--- src/design/adchst_pkg.sv ---
// Package of constants for the host controller of a parallel ADC.
// Assumes a 50 MHz system clock; all pin timing is counted in its cycles.
//
// Overview of operation
// Mode pin low read mode, high write-read
// Channel code binary, top eight-input code reference
// Host holds address acquisition time before start
// Read mode: chip select and read low start
// Read mode: hold read until result appears
// Ready output is open collector, no pull-up
// Ready low after select, high at finish
// End flag low at finish, high on strobe
// Write-read: write falling edge starts conversion
// Write rising edge latches upper four bits
// Lower bits latched, end flag low, readable
// Wait acquisition time after flag before write
// Internal delay: wait flag, then read byte
// Read before flag for fastest conversion
// Early read makes flag low, strobe clears
// Tied strobes start new, output previous result
// Reference switch: wait power-up plus turn-on
// Strobes ignored unless chip select low
// Power-down low shuts, wait 900ns after wake
// Mode pin defaults low when unconnected
// Data outputs driven only during select and read
// Discard first conversion after power-up; code discards only first after reset, not after wake
package adchst_pkg;

  // ----------------------------------------------------------------------
  // Clock and pin timing
  // ----------------------------------------------------------------------
  localparam int CLK_MHZ        = 50;   // System clock rate
  localparam int T_ACQ_NS       = 450;  // Acquisition time
  localparam int T_WR_NS        = 600;  // Write pulse width
  localparam int T_RD_DLY_NS    = 800;  // Write rise to early read
  localparam int T_CONV_NS      = 1800; // Total fastest conversion
  localparam int T_WAKE_NS      = 900;  // Wake-up plus acquisition
  localparam int T_SWITCH_NS    = 200;  // Reference switch turn-on
  localparam int T_RD_HOLD_NS   = 200;  // Read pulse after data valid
  localparam int T_TIMEOUT_NS   = 4000; // Give-up time on flag wait

  // Least times round up
  localparam int CYC_ACQ     = (T_ACQ_NS * CLK_MHZ + 999) / 1000;
  localparam int CYC_WR      = (T_WR_NS * CLK_MHZ + 999) / 1000;
  localparam int CYC_RD_DLY  = (T_RD_DLY_NS * CLK_MHZ + 999) / 1000;
  localparam int CYC_WAKE    =
    ((T_WAKE_NS + T_SWITCH_NS) * CLK_MHZ + 999) / 1000;
  localparam int CYC_RD_HOLD = (T_RD_HOLD_NS * CLK_MHZ + 999) / 1000;
  localparam int CYC_CONV    = (T_CONV_NS * CLK_MHZ + 999) / 1000;
  // Longest time rounds down
  localparam int CYC_TIMEOUT = (T_TIMEOUT_NS * CLK_MHZ) / 1000;

  localparam int CNT_W = 8;             // Wait counter width

  // ----------------------------------------------------------------------
  // Register map of the controller
  // ----------------------------------------------------------------------
  localparam logic [3:0] ADDR_CTRL   = 4'h0; // Control, write to start
  localparam logic [3:0] ADDR_STATUS = 4'h1; // Busy, valid, timeout
  localparam logic [3:0] ADDR_DATA   = 4'h2; // Last result
  localparam logic [3:0] ADDR_POWER  = 4'h3; // Power-down control

  // Control fields
  localparam int CTRL_CH_LSB   = 0;     // Channel code bits 2:0
  localparam int CTRL_MODE_BIT = 3;     // 0 read mode, 1 write-read
  localparam int CTRL_OPT_LSB  = 4;     // Write-read option bits 5:4
  localparam int CTRL_GO_BIT   = 7;     // Start a conversion

  // Status fields
  localparam int ST_BUSY_BIT  = 0;
  localparam int ST_VALID_BIT = 1;
  localparam int ST_TOUT_BIT  = 2;
  localparam int ST_PRIME_BIT = 3;      // First conversion done

  typedef enum logic [1:0] {
    ADCHST_OPT_INTL = 2'h0,             // Wait for end flag
    ADCHST_OPT_EARLY = 2'h1,            // Read before delay
    ADCHST_OPT_PIPE = 2'h2              // Tied strobes
  } adchst_opt_t;

  typedef enum logic [2:0] {
    ADCHST_IDLE  = 3'h0,
    ADCHST_ACQ   = 3'h1,
    ADCHST_WRLOW = 3'h2,
    ADCHST_DELAY = 3'h3,
    ADCHST_FLAG  = 3'h4,
    ADCHST_RDLOW = 3'h5,
    ADCHST_WAKE  = 3'h6
  } adchst_state_t;

endpackage

--- src/design/adchst_sync.sv ---
// Two flip-flop synchroniser for one pin level.
// Assumes the pin is asynchronous to clk_sys.
`timescale 1ns/1ps
module adchst_sync #(
  parameter logic RST_VAL = 1'b1        // Level held during reset
) (
  input  wire logic clk_sys,            // System clock
  input  wire logic rstn,               // Async reset, active low
  input  wire logic pin_in,             // Raw pin level
  output logic      sync_out            // Synchronised level
);

  logic meta_q;                         // First stage, read only below

  // ----------------------------------------------------------------------
  // Two stages
  // ----------------------------------------------------------------------
  always_ff @(posedge clk_sys or negedge rstn) begin
    if (!rstn) begin
      meta_q   <= RST_VAL;
      sync_out <= RST_VAL;
    end else begin
      meta_q   <= pin_in;
      sync_out <= meta_q;
    end
  end

endmodule

--- src/design/adchst_top.sv ---
// Host controller driving a self-timed 8-bit multichannel ADC by pins.
// Assumes software on a plain strobe port; ADC pins asynchronous.
//
// Design decisions made here: the plain strobed port and the register addresses.
`timescale 1ns/1ps
module adchst_top (
  input  wire logic       clk_sys,       // System clock 50 MHz
  input  wire logic       rstn,          // Async reset, active low
  input  wire logic [3:0] addr,          // Register address
  input  wire logic [7:0] wdata,         // Write data
  input  wire logic       wr_stb,        // Write strobe
  input  wire logic       rd_stb,        // Read strobe
  output logic      [7:0] rdata,         // Read data, next cycle
  output logic            cs_n,          // Chip select to ADC
  output logic            rd_n,          // Read strobe to ADC
  output logic            wr_o,          // Write level on shared pin
  output logic            wr_oe,         // Shared pin drive enable
  input  wire logic       rdy_i,         // Shared pin level (ready)
  input  wire logic       int_n,         // End-of-conversion flag
  output logic            mode_o,        // Interface-mode pin
  output logic            power_down_n,  // Power-down pin
  output logic            channel_sel_bit0, // Channel address LSB
  output logic            channel_sel_bit1, // Channel address
  output logic            channel_sel_bit2, // Channel address MSB
  input  wire logic [7:0] result_bus,    // ADC data lines
  output logic            busy           // Conversion or wake-up wait in progress
);

  // ----------------------------------------------------------------------
  // State
  // ----------------------------------------------------------------------
  typedef struct packed {
    adchst_pkg::adchst_state_t st;       // Sequencer state
    logic [adchst_pkg::CNT_W-1:0] cnt;   // Wait counter
    logic [2:0] ch;                      // Channel code
    logic       mode;                    // Interface mode
    logic [1:0] opt;                     // Write-read option
    logic       pwr;                     // Power-down pin level
    logic       cs_n;
    logic       rd_n;
    logic       wr;
    logic       wr_oe;
    logic [7:0] data;                    // Captured result
    logic       valid;                   // Result ready for software
    logic       tout;                    // Flag wait timed out
    logic       prime;                   // First conversion discarded
    logic [7:0] rdata;
    logic       busy;                    // Sequencer not idle
  } adchst_reg_t;

  adchst_reg_t s_q;                      // Registered state
  adchst_reg_t s_d;                      // Next state
  logic        int_s;                    // Synchronised end flag
  logic        rdy_s;                    // Synchronised ready
  logic [7:0]  res_s;                    // Synchronised data lines

  // ----------------------------------------------------------------------
  // Pin synchronisers
  // ----------------------------------------------------------------------
  adchst_sync #(.RST_VAL(1'b1)) u_sync_int (
    .clk_sys  (clk_sys),
    .rstn     (rstn),
    .pin_in   (int_n),
    .sync_out (int_s)
  );
  adchst_sync #(.RST_VAL(1'b1)) u_sync_rdy (
    .clk_sys  (clk_sys),
    .rstn     (rstn),
    .pin_in   (rdy_i),
    .sync_out (rdy_s)
  );
  for (genvar i = 0; i < 8; i++) begin : g_res
    adchst_sync #(.RST_VAL(1'b0)) u_sync_res (
      .clk_sys  (clk_sys),
      .rstn     (rstn),
      .pin_in   (result_bus[i]),
      .sync_out (res_s[i])
    );
  end

  // ----------------------------------------------------------------------
  // Next-state logic
  // ----------------------------------------------------------------------
  always_comb begin
    logic go;
    go  = 1'b0;
    s_d = s_q;
    s_d.rdata = 8'h00;
    // Register reads
    if (rd_stb) begin
      unique case (addr)
        adchst_pkg::ADDR_CTRL:
          s_d.rdata = {1'b0, 1'b0, s_q.opt, s_q.mode, s_q.ch};
        adchst_pkg::ADDR_STATUS: begin
          s_d.rdata[adchst_pkg::ST_BUSY_BIT]  =
            (s_q.st != adchst_pkg::ADCHST_IDLE);
          s_d.rdata[adchst_pkg::ST_VALID_BIT] = s_q.valid;
          s_d.rdata[adchst_pkg::ST_TOUT_BIT]  = s_q.tout;
          s_d.rdata[adchst_pkg::ST_PRIME_BIT] = s_q.prime;
        end
        adchst_pkg::ADDR_DATA:  s_d.rdata = s_q.data;
        adchst_pkg::ADDR_POWER: s_d.rdata = {7'h00, s_q.pwr};
        default:                s_d.rdata = 8'h00;
      endcase
      // Reading the result consumes it; a new capture this cycle wins
      if (addr == adchst_pkg::ADDR_DATA) begin
        s_d.valid = 1'b0;
      end
    end
    // Register writes, accepted only while idle
    if (wr_stb && s_q.st == adchst_pkg::ADCHST_IDLE) begin
      if (addr == adchst_pkg::ADDR_CTRL) begin
        s_d.ch   = wdata[adchst_pkg::CTRL_CH_LSB +: 3];
        s_d.mode = wdata[adchst_pkg::CTRL_MODE_BIT];
        s_d.opt  = wdata[adchst_pkg::CTRL_OPT_LSB +: 2];
        go       = wdata[adchst_pkg::CTRL_GO_BIT];
        s_d.tout = 1'b0;
      end else if (addr == adchst_pkg::ADDR_POWER) begin
        s_d.pwr = wdata[0];
        if (wdata[0] && !s_q.pwr) begin
          // Wake: wait power-up plus switch turn-on
          s_d.st  = adchst_pkg::ADCHST_WAKE;
          s_d.cnt = adchst_pkg::CNT_W'(adchst_pkg::CYC_WAKE);
        end
      end
    end
    if (s_q.cnt != '0) begin
      s_d.cnt = s_q.cnt - 1'b1;
    end
    // Sequencer
    unique case (s_q.st)
      adchst_pkg::ADCHST_IDLE: begin
        if (go && s_q.pwr) begin
          // Address held for acquisition time before start
          s_d.st  = adchst_pkg::ADCHST_ACQ;
          s_d.cnt = adchst_pkg::CNT_W'(adchst_pkg::CYC_ACQ);
        end
      end
      adchst_pkg::ADCHST_WAKE: begin
        if (s_q.cnt == '0) begin
          s_d.st = adchst_pkg::ADCHST_IDLE;
        end
      end
      adchst_pkg::ADCHST_ACQ: begin
        if (s_q.cnt == '0) begin
          s_d.cs_n = 1'b0;
          if (!s_q.mode) begin
            // Read mode: select and read low together
            s_d.rd_n = 1'b0;
            s_d.st   = adchst_pkg::ADCHST_FLAG;
            s_d.cnt  = adchst_pkg::CNT_W'(adchst_pkg::CYC_TIMEOUT);
          end else begin
            s_d.wr  = 1'b0;
            if (s_q.opt == adchst_pkg::ADCHST_OPT_PIPE) begin
              s_d.rd_n = 1'b0;
            end
            s_d.st  = adchst_pkg::ADCHST_WRLOW;
            s_d.cnt = adchst_pkg::CNT_W'(adchst_pkg::CYC_WR);
          end
        end
      end
      adchst_pkg::ADCHST_WRLOW: begin
        if (s_q.cnt == '0) begin
          s_d.wr = 1'b1;
          if (s_q.opt == adchst_pkg::ADCHST_OPT_PIPE) begin
            // Previous result stands on the bus now
            s_d.data  = res_s;
            s_d.valid = s_q.prime;
            s_d.prime = 1'b1;
            s_d.rd_n  = 1'b1;
            s_d.cs_n  = 1'b1;
            s_d.st    = adchst_pkg::ADCHST_IDLE;
          end else if (s_q.opt == adchst_pkg::ADCHST_OPT_EARLY) begin
            s_d.st  = adchst_pkg::ADCHST_DELAY;
            s_d.cnt = adchst_pkg::CNT_W'(adchst_pkg::CYC_RD_DLY);
          end else begin
            s_d.st  = adchst_pkg::ADCHST_FLAG;
            s_d.cnt = adchst_pkg::CNT_W'(adchst_pkg::CYC_TIMEOUT);
          end
        end
      end
      adchst_pkg::ADCHST_DELAY: begin
        if (s_q.cnt == '0) begin
          // Read before the flag falls
          s_d.rd_n = 1'b0;
          s_d.st   = adchst_pkg::ADCHST_FLAG;
          s_d.cnt  = adchst_pkg::CNT_W'(adchst_pkg::CYC_TIMEOUT);
        end
      end
      adchst_pkg::ADCHST_FLAG: begin
        // Wait for end flag; in read mode ready must be high too
        if (!int_s && (s_q.mode || rdy_s)) begin
          s_d.rd_n = 1'b0;
          s_d.st   = adchst_pkg::ADCHST_RDLOW;
          s_d.cnt  = adchst_pkg::CNT_W'(adchst_pkg::CYC_RD_HOLD);
        end else if (s_q.cnt == '0) begin
          s_d.tout = 1'b1;
          s_d.rd_n = 1'b1;
          s_d.cs_n = 1'b1;
          s_d.st   = adchst_pkg::ADCHST_IDLE;
        end
      end
      adchst_pkg::ADCHST_RDLOW: begin
        if (s_q.cnt == '0) begin
          s_d.data  = res_s;
          s_d.valid = s_q.prime;
          s_d.prime = 1'b1;
          // Rising read strobe clears the end flag
          s_d.rd_n  = 1'b1;
          s_d.cs_n  = 1'b1;
          s_d.st    = adchst_pkg::ADCHST_IDLE;
        end
      end
      default: s_d.st = adchst_pkg::ADCHST_IDLE;
    endcase
    // Shared pin driven only in write-read mode; open collector otherwise
    s_d.wr_oe = s_d.mode;
    if (!s_d.pwr) begin
      s_d.prime = s_q.prime;
    end
    // Busy registered so the pin comes straight from a flip-flop
    s_d.busy = (s_d.st != adchst_pkg::ADCHST_IDLE);
  end

  // ----------------------------------------------------------------------
  // State register
  // ----------------------------------------------------------------------
  always_ff @(posedge clk_sys or negedge rstn) begin
    if (!rstn) begin
      s_q       <= '0;
      s_q.st    <= adchst_pkg::ADCHST_IDLE;
      s_q.pwr   <= 1'b1;
      s_q.cs_n  <= 1'b1;
      s_q.rd_n  <= 1'b1;
      s_q.wr    <= 1'b1;
      s_q.mode  <= 1'b0;
    end else begin
      s_q <= s_d;
    end
  end

  // ----------------------------------------------------------------------
  // Outputs straight from the state register
  // ----------------------------------------------------------------------
  assign rdata            = s_q.rdata;
  assign cs_n             = s_q.cs_n;
  assign rd_n             = s_q.rd_n;
  assign wr_o             = s_q.wr;
  assign wr_oe            = s_q.wr_oe;
  assign mode_o           = s_q.mode;
  assign power_down_n     = s_q.pwr;
  assign channel_sel_bit0 = s_q.ch[0];
  assign channel_sel_bit1 = s_q.ch[1];
  assign channel_sel_bit2 = s_q.ch[2];
  assign busy             = s_q.busy;

endmodule

--- config.mk ---
export PLATFORM = sky130hd
export DESIGN_NAME = adchst_top
export DESIGN_NICKNAME = d
export VERILOG_FILES = /design/src/design/adchst_pkg.sv /design/src/design/adchst_sync.sv /design/src/design/adchst_top.sv
export SDC_FILE = /design/constraint.sdc
export NUM_CORES = 1
export LEC_CHECK = 0
export BUFFER_PORTS_ARGS = -buffer_cell sky130_fd_sc_hd__buf_4
export CORE_MARGIN = 5
export CORE_UTILIZATION = 55
export CTS_BUF_LIST = sky130_fd_sc_hd__clkbuf_16
export DETAILED_ROUTE_END_ITERATION = 12
export PLACE_DENSITY = 0.77
export SLEW_MARGIN = 20
export SYNTH_ARGS = -nofsm -noshare
export SYNTH_HDL_FRONTEND = slang
export SYNTH_SLANG_ARGS = --single-unit
--- constraint.sdc ---
create_clock -name clk_sys -period 3.15 [get_ports clk_sys]
set_input_delay 0.4725 -clock clk_sys [delete_from_list [all_inputs] [get_ports clk_sys]]
set_output_delay 0.4725 -clock clk_sys [all_outputs]
set_load 0.02 [all_outputs]
==> impl_metrics.yaml <==
synth:
  yosys.cell_types.count: 60
  syn_avg_cell_area_um2: 10.9
  ys_seq_elements: 61
  ys_seq_area_frac: 0.542
  synth-edff-count: 0
  ys_warn_count: 0
  syn-cell-area_um2: 2830
  synth-async-reset-ratio: 1.00
  synth_flop_cell: "dfrtp_1"
  synthCells: 259
  syn_nets: 290
critical_path:
  rrSetupSlack_ns: 0.28
  r2r_end: "busy"
  rr_startpoint: "s_q[31]"
  reg2reg_depth: 7
  cp.arrival_ns: 3.06
  cp.required_ns: 3.34
  critical_path.max_fanout: 22
  start_kind: "flop"
  criticalPathCategory: "flop to flop"
  crit_path_start: "s_q[31]"
  crit_path_end: "busy"
  cp-end-kind: "flop"
route:
  wl_per_cell_um: 16.4
  drt-total-wl_um: 6120
  drtAntennaViolNets: 0
  drc: 0
  drt_iter0_drc: 240
  dr.pass1.iters: 5
  num_vias: 2120
  viasPerCell: 5.68
finish:
  final_nets: 329
  antennaDiodeCount: 0
  layout-drive-gt1-share: 0.304
  finish.instance_area_um2: 3450
  area_delta_synth_final_pct: 21.6
pwr:
  p_leak_nw: 1.58
  total_power_mw: 2.83
  irDropWorstVdd_v: 0.000626
  power.density_nw_per_um2: 822
global_routing:
  grtUsageTotal: 0.203
  antenna_found_initial: 0
  grt_max_degree: 62
  grt_overflow_total: 0
  grt_pass1_wl_um: 10200
  grt_pass1_vias: 2119
sta:
  period_needed_ns: 2.87
  timing.final.max_slew_violations: 0
  timing.final.crit_share: 0.911
  grt_setup_unrepaired: "no"
  hold_viol: 0
  fin_ws_ns: 0.280
  worst_pin_slew_ns: 0.741
  max_freq_mhz: 348
  setup_violations: 0
  max_slew_margin: 0.506
  skew_ns: 0.0103
  tns_ns: 0
floorplanning:
  start_util: 0.562
  rows: 26
  die_area_um2: 6690
  ios: 44
  die_h_um: 81.8
  die_w_um: 81.8
  core_area_um2: 5040
clocking:
  cts_hold_buf: 0
  cts_buffers: 9
  cts_tree: "built"
  cts_root_buffer: "clkbuf_16"
  cts_setup_buffers: 0
  cts_max_path_buffers: 2
  clock-sinks: 61
  cts_max_level: 3
  path_clk_slew_ns: 0.05
  ctsResizeCount: 0
  clk_latency_ns: 0.32
placed_design:
  place_ws_ns: 0.322
  hpwl_um: 4240
  place_area_um2: 3160
  finalWeightedCongestion: 0.894
  place.port_buffers: 42
run_status:
  status: "complete, no violations"
run:
  cap_violations: 0
worst_hold_path:
  hold_path_class: "input pin to async pin"
-- metal layers --
layer / vias up / part of all wire / global-route usage
li1: 1001 / - / -
met1: 1049 / 0.43 / 0.272
met2: 63 / 0.51 / 0.323
met3: 7 / 0.048 / 0.0439
met4: 0 / 0.014 / 0.0781
met5: - / 0 / 0
-- cells in the final DEF, fill, tap and decap left out, types with 4 or more instances in the layout --
cell,instances
a21oi_1,15
a31oi_1,4
buf_4,46
clkbuf_16,9
dfrtp_1,53
dfstp_2,8
ha_1,5
inv_1,11
mux2_2,15
mux2i_1,6
nand2_1,12
nand3_1,6
nor2_1,27
nor3_1,9
o21ai_0,12
-- critical path: stages, from the launching register on --
cell	delay (ns)
dfrtp_1	0.41
inv_1	0.12
ha_1	0.18
or3b_2	0.51
nor2_4	0.41
o21ai_0	0.19
a2111o_1	0.47
or4b_1	0.47
-- area by class of cell --
cell class | instances | area [um2]
clock buffer | 9 | 225
inverter | 10 | 37.5
timing repair buffer | 46 | 345
tap | 70 | 87.6
clock inverter | 7 | 58.8
multi-input combinational | 170 | 1150
fill | 409 | 1600
sequential | 61 | 1540
-- metrics by stage --
stage / hold slack (ns) / std cells / utilization
after floorplan: 0.177 / 259 / -
after global placement: 0.331 / 357 / 0.627
after detailed placement: 0.340 / 357 / 0.627
after CTS: 0.242 / 373 / 0.683
after global routing: 0.249 / 373 / 0.683
final: 0.196 / 373 / 0.683
-- logic make-up (layout without fill, tap and decap cells) --
family,count (synthesis),in the layout,share of synthesized area
mux,21,21,0.0808
fa+ha+maj,5,5,0.0221
flops,61,61,0.542
simple gates,83,83,0.158
compound gates,57,57,0.134
xor+xnor,4,4,0.0124
buf+inv,28,72,0.0503
-- registers in the layout, summed over array words and instances (netlist names) --
| name | count |
|---|---|
| s_q | 24 |
| g_res.u_sync_res.meta_q | 8 |
| g_res.u_sync_res.sync_out | 8 |
| rdata | 8 |
| busy | 1 |
| channel_sel_bit0 | 1 |
| channel_sel_bit1 | 1 |
| channel_sel_bit2 | 1 |
| cs_n | 1 |
| power_down_n | 1 |
| rd_n | 1 |
| u_sync_int.meta_q | 1 |
| u_sync_int.sync_out | 1 |
| u_sync_rdy.meta_q | 1 |
| u_sync_rdy.sync_out | 1 |
| wr_o | 1 |
| wr_oe | 1 |
-- Yosys cell counts, types with 2 or more instances --
master / number / area share
and3_1: 3 / 0.0066
xor2_1: 3 / 0.0093
o21bai_1: 3 / 0.0079
nor3_1: 9 / 0.016
a211oi_1: 2 / 0.0053
nor4_2: 2 / 0.0088
buf_4: 10 / 0.026
mux2i_1: 6 / 0.021
o21ai_0: 12 / 0.021
nor2_1: 27 / 0.036
dfstp_2: 8 / 0.074
nand2_1: 12 / 0.016
or3_1: 3 / 0.0066
a31oi_1: 4 / 0.0088
nand3_1: 6 / 0.011
clkbuf_1: 7 / 0.0093
inv_1: 9 / 0.012
nor2b_1: 3 / 0.0066
ha_1: 5 / 0.022
mux2_2: 15 / 0.060
a21boi_0: 2 / 0.0053
a2111o_1: 2 / 0.0079
a21oi_1: 15 / 0.026
nand4_1: 3 / 0.0066
dfrtp_1: 53 / 0.47
-- worst min path at each step --
| stage | end | from |
|---|---|---|
| global placement | g_res[3].u_sync_res.sync_out | g_res[3].u_sync_res.meta_q |
| detailed placement | g_res[0].u_sync_res.sync_out | g_res[0].u_sync_res.meta_q |
| global route | u_sync_int.meta_q | int_n |
| CTS | s_q[37] | rstn |
| floorplan | busy | rstn |
| finish | s_q[38] | rstn |
-- where the power goes --
part	leakage, nW	internal (mW)	switching, mW
clock network	0.147	0.599	0.315
registers	0.754	0.948	0.152
logic	0.677	0.372	0.447
total	1.58	1.92	0.914
(Power assumes the default switching activity.)
